File: src/rtl/dsm_defs.svh
// Register map, field positions, reset values and timing for speed-mode control
// Included by the design modules dsm_ctrl and dsm_ramp
`ifndef DSM_DEFS_SVH
`define DSM_DEFS_SVH
`define DSM_CTRL_OFS      8'h00
`define DSM_MODE_OFS      8'h04
`define DSM_TARGET_OFS    8'h08
`define DSM_ACCEL_OFS     8'h0C
`define DSM_DECEL_OFS     8'h10
`define DSM_STATUS_OFS    8'h14
`define DSM_OUTFREQ_OFS   8'h18
`define DSM_ACTMODE_OFS   8'h1C
`define DSM_RUN_BIT       0
`define DSM_REV_BIT       1
`define DSM_EXC_BIT       2
`define DSM_QS_BIT        3
`define DSM_HALT_BIT      4
`define DSM_LOCK_BIT      5
`define DSM_ST_ATT_BIT    0
`define DSM_ST_RDY_BIT    1
`define DSM_ST_QS_BIT     2
`define DSM_MODE_SPEED    16'h0000
`define DSM_SPEED_COMMAND_MAX      16'hEA60
`define DSM_ACCEL_RST     16'h000A
`define DSM_DECEL_RST     16'h000A
`define DSM_QS_PERIOD     32'h0000_0000
`define DSM_CLK_NS        4
`define DSM_EXC_TIME_NS   1000
`define DSM_EXC_CYC       ((`DSM_EXC_TIME_NS + `DSM_CLK_NS - 1) / `DSM_CLK_NS)
`define DSM_TICK_NS       1000
`define DSM_TICK_CYC      (`DSM_TICK_NS / `DSM_CLK_NS)
`endif

File: src/rtl/dsm_pkg.sv
// Types shared by the speed-mode control design
// Assumes dsm_defs.svh is on the include path
package dsm_pkg;
  typedef logic [15:0] dsm_word_t;
  typedef logic [31:0] dsm_data_t;
  // Excitation state, Gray coded along off -> exciting -> ready
  typedef enum logic [1:0] {
    DSM_OFF      = 2'b00,
    DSM_EXCITING = 2'b01,
    DSM_READY    = 2'b11
  } dsm_exc_e;
endpackage

File: src/rtl/dsm_ctrl.sv
// Speed-mode control of a motor drive with an APB register file
// Assumes an APB master on pclk; power stage samples the motor outputs
`timescale 1ns/10ps
`include "dsm_defs.svh"
module dsm_ctrl #(
  parameter int EXC_CYC  = `DSM_EXC_CYC,
  parameter int TICK_CYC = `DSM_TICK_CYC
) (
  input  wire logic             pclk,         // APB clock
  input  wire logic             presetn,      // Async reset, active low
  input  wire logic             psel,         // APB select
  input  wire logic             penable,      // APB access phase
  input  wire logic             pwrite,       // APB write
  input  wire logic [7:0]       paddr,        // APB byte address
  input  wire dsm_pkg::dsm_data_t pwdata,     // APB write data
  output dsm_pkg::dsm_data_t    prdata,       // APB read data
  output logic                  pready,       // APB ready
  output logic                  pslverr,      // APB error on unmapped address
  output logic                  motor_enable, // Power stage energised
  output logic                  motor_reverse,// Reverse rotation
  output dsm_pkg::dsm_word_t    motor_speed_command    // Frequency command, 0.01 Hz
);
  import dsm_pkg::*;

  logic      run_at_set_frequency;
  logic      reverse_direction;
  logic      excite_power;
  logic      quick_stop_request;
  logic      halt_request;
  logic      frequency_lock;
  dsm_word_t mode_select_word;
  dsm_word_t active_mode_word;
  dsm_word_t target_word;
  dsm_word_t accel_word;
  dsm_word_t decel_word;
  dsm_exc_e  exc_state;
  logic [31:0] exc_cnt;
  logic      excited_ready_status;
  logic      quick_stopping_status;
  logic      speed_command_attained;
  dsm_word_t output_frequency_word;
  dsm_word_t goal;
  logic [31:0] period;
  logic      hold;
  logic      zero_now;
  logic      speed_mode;
  logic      setup;
  logic      wr;
  logic      hit;

  // Elaboration-time parameter checks
  if (EXC_CYC < 1) begin : g_exc_cyc_check
    $error("dsm_ctrl: EXC_CYC must be at least 1");
  end
  if (TICK_CYC < 1) begin : g_tick_cyc_check
    $error("dsm_ctrl: TICK_CYC must be at least 1");
  end

  function automatic logic known(input logic [7:0] a);
    case (a)
      `DSM_CTRL_OFS, `DSM_MODE_OFS, `DSM_TARGET_OFS, `DSM_ACCEL_OFS,
      `DSM_DECEL_OFS, `DSM_STATUS_OFS, `DSM_OUTFREQ_OFS,
      `DSM_ACTMODE_OFS: known = 1'b1;
      default: known = 1'b0;
    endcase
  endfunction

  // Write access to one register in this cycle
  function automatic logic wr_to(input logic [7:0] ofs);
    wr_to = wr && (paddr == ofs);
  endfunction

  // Control bits as they read back
  function automatic dsm_data_t ctrl_image();
    dsm_data_t v;
    v = 32'h0000_0000;
    v[`DSM_RUN_BIT]  = run_at_set_frequency;
    v[`DSM_REV_BIT]  = reverse_direction;
    v[`DSM_EXC_BIT]  = excite_power;
    v[`DSM_QS_BIT]   = quick_stop_request;
    v[`DSM_HALT_BIT] = halt_request;
    v[`DSM_LOCK_BIT] = frequency_lock;
    ctrl_image = v;
  endfunction

  // Status bits as they read back
  function automatic dsm_data_t status_image();
    dsm_data_t v;
    v = 32'h0000_0000;
    v[`DSM_ST_ATT_BIT] = speed_command_attained;
    v[`DSM_ST_RDY_BIT] = excited_ready_status;
    v[`DSM_ST_QS_BIT]  = quick_stopping_status;
    status_image = v;
  endfunction

  // Ramp time word to cycles between steps, minus one
  function automatic logic [31:0] to_period(input dsm_word_t t);
    logic [47:0] p;
    p = 48'(t) * 48'(TICK_CYC);
    if (p == 48'h0) begin
      to_period = 32'h0000_0000;
    end else if (p[47:32] != 16'h0) begin
      to_period = 32'hFFFF_FFFF;
    end else begin
      to_period = p[31:0] - 32'h0000_0001;
    end
  endfunction

  function automatic dsm_word_t clamp(input dsm_word_t f);
    clamp = (f > `DSM_SPEED_COMMAND_MAX) ? `DSM_SPEED_COMMAND_MAX : f;
  endfunction

  // APB handshake: zero wait states, answer in the access cycle
  assign setup  = psel && !penable;
  assign wr     = psel && penable && pwrite;
  assign pready = 1'b1;

  always_ff @(posedge pclk or negedge presetn) begin
    if (!presetn) begin
      hit <= 1'b1;
    end else if (setup) begin
      hit <= known(paddr);
    end
  end

  assign pslverr = psel && penable && !hit;

  always_ff @(posedge pclk or negedge presetn) begin
    if (!presetn) begin
      prdata <= 32'h0000_0000;
    end else if (setup && !pwrite) begin
      case (paddr)
        `DSM_CTRL_OFS:    prdata <= ctrl_image();
        `DSM_MODE_OFS:    prdata <= {16'h0000, mode_select_word};
        `DSM_TARGET_OFS:  prdata <= {16'h0000, target_word};
        `DSM_ACCEL_OFS:   prdata <= {16'h0000, accel_word};
        `DSM_DECEL_OFS:   prdata <= {16'h0000, decel_word};
        `DSM_STATUS_OFS:  prdata <= status_image();
        `DSM_OUTFREQ_OFS: prdata <= {16'h0000, output_frequency_word};
        `DSM_ACTMODE_OFS: prdata <= {16'h0000, active_mode_word};
        default:          prdata <= 32'h0000_0000;
      endcase
    end
  end

  // Control bits
  always_ff @(posedge pclk or negedge presetn) begin
    if (!presetn) begin
      run_at_set_frequency <= 1'b0;
      reverse_direction    <= 1'b0;
      excite_power         <= 1'b0;
      quick_stop_request   <= 1'b0;
      halt_request         <= 1'b0;
      frequency_lock       <= 1'b0;
    end else if (wr_to(`DSM_CTRL_OFS)) begin
      run_at_set_frequency <= pwdata[`DSM_RUN_BIT];
      reverse_direction    <= pwdata[`DSM_REV_BIT];
      excite_power         <= pwdata[`DSM_EXC_BIT];
      quick_stop_request   <= pwdata[`DSM_QS_BIT];
      halt_request         <= pwdata[`DSM_HALT_BIT];
      frequency_lock       <= pwdata[`DSM_LOCK_BIT];
    end
  end

  // Mode select word, speed mode after reset
  always_ff @(posedge pclk or negedge presetn) begin
    if (!presetn) begin
      mode_select_word <= `DSM_MODE_SPEED;
    end else if (wr_to(`DSM_MODE_OFS)) begin
      mode_select_word <= pwdata[15:0];
    end
  end

  // Mode in effect follows the select word one cycle later
  always_ff @(posedge pclk or negedge presetn) begin
    if (!presetn) begin
      active_mode_word <= `DSM_MODE_SPEED;
    end else begin
      active_mode_word <= mode_select_word;
    end
  end

  assign speed_mode = (active_mode_word == `DSM_MODE_SPEED);

  // Speed command target, clamped to the output range
  always_ff @(posedge pclk or negedge presetn) begin
    if (!presetn) begin
      target_word <= 16'h0000;
    end else if (wr_to(`DSM_TARGET_OFS)) begin
      target_word <= clamp(pwdata[15:0]);
    end
  end

  // Speed command acceleration time
  always_ff @(posedge pclk or negedge presetn) begin
    if (!presetn) begin
      accel_word <= `DSM_ACCEL_RST;
    end else if (wr_to(`DSM_ACCEL_OFS)) begin
      accel_word <= pwdata[15:0];
    end
  end

  // Speed command deceleration time
  always_ff @(posedge pclk or negedge presetn) begin
    if (!presetn) begin
      decel_word <= `DSM_DECEL_RST;
    end else if (wr_to(`DSM_DECEL_OFS)) begin
      decel_word <= pwdata[15:0];
    end
  end

  // Excitation sequence
  always_ff @(posedge pclk or negedge presetn) begin
    if (!presetn) begin
      exc_state <= DSM_OFF;
      exc_cnt   <= 32'h0000_0000;
    end else begin
      case (exc_state)
        DSM_OFF: begin
          exc_cnt <= 32'h0000_0000;
          if (excite_power) begin
            exc_state <= DSM_EXCITING;
          end
        end
        DSM_EXCITING: begin
          if (!excite_power) begin
            exc_state <= DSM_OFF;
          end else if (exc_cnt >= 32'(EXC_CYC - 1)) begin
            exc_state <= DSM_READY;
          end else begin
            exc_cnt <= exc_cnt + 32'h0000_0001;
          end
        end
        DSM_READY: begin
          if (!excite_power) begin
            exc_state <= DSM_OFF;
          end
        end
        default: exc_state <= DSM_OFF;
      endcase
    end
  end

  assign excited_ready_status = (exc_state == DSM_READY);

  // Request priority: excite, speed mode, quick stop, halt, lock, run
  always_comb begin
    goal     = 16'h0000;
    period   = to_period(decel_word);
    hold     = 1'b0;
    zero_now = 1'b0;
    if (!excite_power || !excited_ready_status) begin
      zero_now = 1'b1;
    end else if (!speed_mode) begin
      period = to_period(decel_word);
    end else if (quick_stop_request) begin
      period = `DSM_QS_PERIOD;
    end else if (halt_request) begin
      period = to_period(decel_word);
    end else if (frequency_lock) begin
      hold = 1'b1;
    end else if (run_at_set_frequency) begin
      goal = target_word;
      if (target_word > output_frequency_word) begin
        period = to_period(accel_word);
      end else begin
        period = to_period(decel_word);
      end
    end else begin
      period = to_period(decel_word);
    end
  end

  dsm_ramp #(
    .W (16)
  ) u_ramp (
    .pclk     (pclk),
    .presetn  (presetn),
    .goal     (goal),
    .period   (period),
    .hold     (hold),
    .zero_now (zero_now),
    .speed_command     (output_frequency_word)
  );

  // Frequency attained, only while running in speed mode
  always_ff @(posedge pclk or negedge presetn) begin
    if (!presetn) begin
      speed_command_attained <= 1'b0;
    end else begin
      speed_command_attained <= run_at_set_frequency && excited_ready_status && speed_mode
                       && !quick_stop_request && !halt_request
                       && (output_frequency_word == target_word);
    end
  end

  // Quick stopping while quick stop is requested and the frequency is not zero, in any mode
  always_ff @(posedge pclk or negedge presetn) begin
    if (!presetn) begin
      quick_stopping_status <= 1'b0;
    end else begin
      quick_stopping_status <= excited_ready_status && quick_stop_request
                               && (output_frequency_word != 16'h0000);
    end
  end

  // Power stage energised from the start of excitation
  always_ff @(posedge pclk or negedge presetn) begin
    if (!presetn) begin
      motor_enable <= 1'b0;
    end else begin
      motor_enable <= (exc_state != DSM_OFF);
    end
  end

  // Rotation sense to the power stage
  always_ff @(posedge pclk or negedge presetn) begin
    if (!presetn) begin
      motor_reverse <= 1'b0;
    end else begin
      motor_reverse <= reverse_direction;
    end
  end

  // Frequency command, one cycle behind the ramp
  always_ff @(posedge pclk or negedge presetn) begin
    if (!presetn) begin
      motor_speed_command <= 16'h0000;
    end else begin
      motor_speed_command <= output_frequency_word;
    end
  end
endmodule

File: src/rtl/dsm_ramp.sv
// Frequency ramp: one 0.01 Hz step toward a goal every period+1 cycles
// Assumes goal, period and controls come from logic on the same clock
`timescale 1ns/10ps
`include "dsm_defs.svh"
module dsm_ramp #(
  parameter int W = 16
) (
  input  wire logic         pclk,     // Clock
  input  wire logic         presetn,  // Async reset, active low
  input  wire logic [W-1:0] goal,     // Frequency to move toward
  input  wire logic [31:0]  period,   // Cycles between steps, minus one
  input  wire logic         hold,     // Freeze frequency
  input  wire logic         zero_now, // Force frequency to zero at once
  output logic      [W-1:0] speed_command      // Present frequency
);
  import dsm_pkg::*;

  logic [31:0] cnt;
  logic        at_goal;
  logic        step;

  if (W < 2) begin : g_width_check
    $error("dsm_ramp: width too small");
  end

  assign at_goal = (speed_command == goal);
  assign step    = !zero_now && !hold && !at_goal && (cnt >= period);

  always_ff @(posedge pclk or negedge presetn) begin
    if (!presetn) begin
      cnt <= 32'h0000_0000;
    end else if (zero_now || hold || at_goal || step) begin
      cnt <= 32'h0000_0000;
    end else begin
      cnt <= cnt + 32'h0000_0001;
    end
  end

  always_ff @(posedge pclk or negedge presetn) begin
    if (!presetn) begin
      speed_command <= '0;
    end else if (zero_now) begin
      speed_command <= '0;
    end else if (step) begin
      if (speed_command < goal) begin
        speed_command <= speed_command + W'(1);
      end else begin
        speed_command <= speed_command - W'(1);
      end
    end
  end
endmodule

File: config.mk
export PLATFORM = sky130hd
export DESIGN_NAME = dsm_ctrl
export DESIGN_NICKNAME = d
export VERILOG_FILES = /design/src/rtl/dsm_pkg.sv /design/src/rtl/dsm_ctrl.sv /design/src/rtl/dsm_ramp.sv
export VERILOG_INCLUDE_DIRS = /design/src /design/src/rtl
export SDC_FILE = /design/constraint.sdc
export NUM_CORES = 1
export LEC_CHECK = 0
export ABC_AREA = 1
export CAP_MARGIN = 20
export CORE_MARGIN = 4
export CORE_UTILIZATION = 40
export CTS_BUF_LIST = sky130_fd_sc_hd__clkbuf_16
export CTS_CLUSTER_DIAMETER = 80
export DETAILED_ROUTE_END_ITERATION = 6
export DONT_BUFFER_PORTS = 1
export PLACE_DENSITY = 0.65
export SKIP_LAST_GASP = 1
export SYNTH_ARGS = -nofsm -noshare
export SYNTH_HDL_FRONTEND = slang
export SYNTH_HIERARCHICAL = 1
export SYNTH_SLANG_ARGS = --single-unit
File: constraint.sdc
create_clock -name pclk -period 8.5 [get_ports pclk]
set_input_delay 1.275 -clock pclk [delete_from_list [all_inputs] [get_ports pclk]]
set_output_delay 1.275 -clock pclk [all_outputs]
set_load 0.02 [all_outputs]
==> results.md <==
- Status: completed
- Final Cycle Share: roughly 89%
- Endpoints failing setup: 0
- R2R Path Start: accel_word[1]
- Drt first pass iters: 5
- CTS resizes: 0
- Register area: slightly above 5000 sq um
- Max rail drop VDD: 137 uV
- Synth Area in XOR/XNOR: under 10%
- GR Layer Usage met1: roughly 27%
- Setup Fix Bufs, Post-CTS: 0
- CTS Sinks: ~210
- Clock Tree Root: clkbuf_16
- Register area share after synthesis: between 20% and 30%
- FMAX: ~0.13 GHz
- Final nets: 2,992
- First-pass GRT wire length: ~90 mm
- Initial antenna violation count: 0
- Synth Area in Compound Gates: between 7 and 8%
- Via/cell ratio: 5.12
- Routed via count: 16,800
- WL per Instance: between 15 and 20 um
- Data arrival, critical path: between 8 and 9 ns
- IO Pins: between 90 and 100
- Worst hold margin: 0.403 ns
- Antenna diodes: 0
- Die Height: ~230 um
- Post-synth top area cell: dfrtp_1
- Cell variety after synth: 56
- Met2 Usage GRT: between 30% and 40%
- H-tree levels: 1
- Top FF cell, synth: dfrtp_1
- Top-area cell type share of the netlist area: 25.6%
- Grt ovf: 0
- Worst path max stage delay: ~0.62 ns
- Unrepaired setup endpoints after global routing: false
- FF-to-FF path depth: 33
- Max-capacitance violation count: 0
- Iteration-0 DRC count of the detailed router: 956
- Simple-Gate Fraction of Synth Area: between 20% and 30%
- Routability cong.: approximately 0.95
- CTS tree: yes
- Cell Pwr Density: between 100 and 150 nW/um^2
- Largest family of logic cells by synthesized area: simple AND/OR/NAND/NOR gates
- Hold Vio Cnt, Final: 0
- Initial Utilization: about two fifths
- Fin crit period: 7.55 ns
- Core outline area: 48,000 sq um
- Area post-placement: 20,100 sq um
- Clk Latency, worst-skew pair: between 0.5 and 0.6 ns
- Total global-route track usage: a little over 20%
- Synthesized flop and latch total: between 200 and 250
- Port Buffers: 0
- Clock Path Buffers: 3
- CTS clk-pin slew, worst paths: 0.07 ns
- Setup crit end kind: register
- Reg2reg end: u_ramp/speed_command[10]
- Setup TNS: 0 ns
- Post-synthesis mux area share: 0%
- Setup slack after layout: roughly 0.95 ns
- Hold-fix buffers at CTS: 0
- Proportion of layout cells with a drive suffix above 1: under 10%
- CP Launch Point: accel_word[1]
- EDFF count, synth: 0
- WL final: around 54 mm
- Inserted Clock Buffers: 25
- Post-route design area: between 20,000 and 25,000 sq um
- Area delta synth->final: 7.02%
- Synth warn: 6
- Remaining antenna violation count: 0
- Worst Skew: 0.0182 ns
- Crit Path Category: reg -> reg
- Fin. max-slew vios: 0
- Post-Synth Adder-Cell Area: between 20% and 30%
- Worst EP required: roughly 9 ns
- Met3 usage: ~3.2%
- Mapped Cells: 2,658
- Crit path max fanout: 17
- Hpwl dp: ~43 mm
- Most frequent cells after synthesis: nand2_1 (640), inv_1 (486), dfrtp_1 (200)
- Slew @ Worst Pin: 0.977 ns
- Crit path to: u_ramp/speed_command[10]
- Synth area leaders: dfrtp_1 (26%), ha_1 (12%), nand2_1 (12%)
- # fillers: roughly 5,000
- Die area: 52,500 sq um
- HP Class: reg -> reg
- Number of global-route vias before repair: roughly 17,000
- Synthesized area: a little under 20,000 sq um
- Async SR Flop Fraction: between 90% and 100%
- Slew margin rel.: a little over a third
- Post-synthesis average cell area: roughly 7.4 sq um
- Startpoint types: register
- Most Crowded Layer GR: met2
- Num rows: 80
- Die outline width: around 230 um
- Static leakage: 10.8 nW
- Largest net degree at the start of global routing: about 210
- Most frequent CP cell: nand2_1
- Reg2Reg Setup Slack: 0.95 ns
- Top-count cell post-synth: nand2_1
- Slowest-stage cell, CP: dfstp_2
- DRC: 0
- Multi-input logic area: between 10,000 and 15,000 sq um
- Setup WS pre-CTS: about 1 ns
final cells by class:
| cell class | instances | area share (%) |
|---|---|---|
| clock buffer | 25 | 2.99 |
| timing repair buffer | 4 | 0.197 |
| inverter | 512 | 9.17 |
| sequential | 205 | 24.5 |
| multi-input combinational | 1898 | 58.6 |
| tap | 615 | 3.67 |
| clock inverter | 21 | 0.896 |
sequential cells by signal, summed over array words and instances (netlist names), 2 cells and up:
register,count
prdata,16
u_ramp/cnt,32
u_ramp/speed_command,16
accel_word,16
active_mode_word,16
motor_speed_command,16
exc_state,2
decel_word,16
target_word,16
mode_select_word,16
exc_cnt,32
worst min path at each step:
stage,endpoint,cells past startpoint,slack [ns],startpoint
2_1_floorplan,active_mode_word[13],0,0.37,mode_select_word[13]
3_3_place_gp,active_mode_word[1],0,0.38,mode_select_word[1]
3_5_place_dp,active_mode_word[7],0,0.39,mode_select_word[7]
4_1_cts,active_mode_word[5],0,0.40,mode_select_word[5]
5_1_grt,active_mode_word[1],0,0.41,mode_select_word[1]
6_report,active_mode_word[1],0,0.40,mode_select_word[1]
logic make-up (layout without fill, tap and decap cells):
group	count (synthesis)	after routing
compound gates	277	277
xor+xnor	61	61
fa+ha+maj	301	301
buf+inv	570	562
flops	205	205
other cells	2	17
simple gates	1242	1242
routing by layer:
layer / share of wire [%] / vias to the layer above / routed length (um)
li1: - / 8378 / -
met1: 45 / 7962 / 24000
met2: 47 / 361 / 25300
met3: 4.9 / 88 / 2650
met4: 3.0 / 0 / 1590
met5: 0 / - / 0
where the power goes:
group          total (W)  internal (W)  switching, W
Sequential      0.000994      0.000984     0.0000103
Combinational   0.000733      0.000250      0.000483
Clock            0.00106      0.000606      0.000451
Total            0.00278       0.00184      0.000944
per-stage QoR:
stage	power [W]	utilization [%]	std cells
after floorplan	0.00158	-	2673
after global placement	0.00172	41.9	3232
after detailed placement	0.00174	41.9	3232
after CTS	0.00280	43.5	3278
after global routing	0.00295	43.6	3280
final	0.00278	43.6	3280
placed cells by master (no fill, tap or decap), drive strengths merged, types with 6 or more instances in the layout:
cell     synthesis  final
a21o             6      6
a21oi           86     86
a31oi            7      7
clkbuf          29     25
clkinv           4     12
conb             2     17
dfrtp          200    200
fa             109    109
ha             192    192
inv            508    516
nand2          676    676
nand3          187    187
nand3b          13     13
nand4           53     53
nor2           223    223
nor3            65     65
nor4            13     13
o2111ai          6      6
o21ai          127    127
o22ai           24     24
xnor2           21     21
xor2            40     40
critical path, delay by kind of cell, from the launching register on:
family / cells / cell delay [ns]
flops: 1 / 0.62
buf+inv: 4 / 0.40
simple gates: 21 / 3.05
compound gates: 2 / 0.70
fa+ha+maj: 6 / 2.71
(Power assumes the default switching activity.)
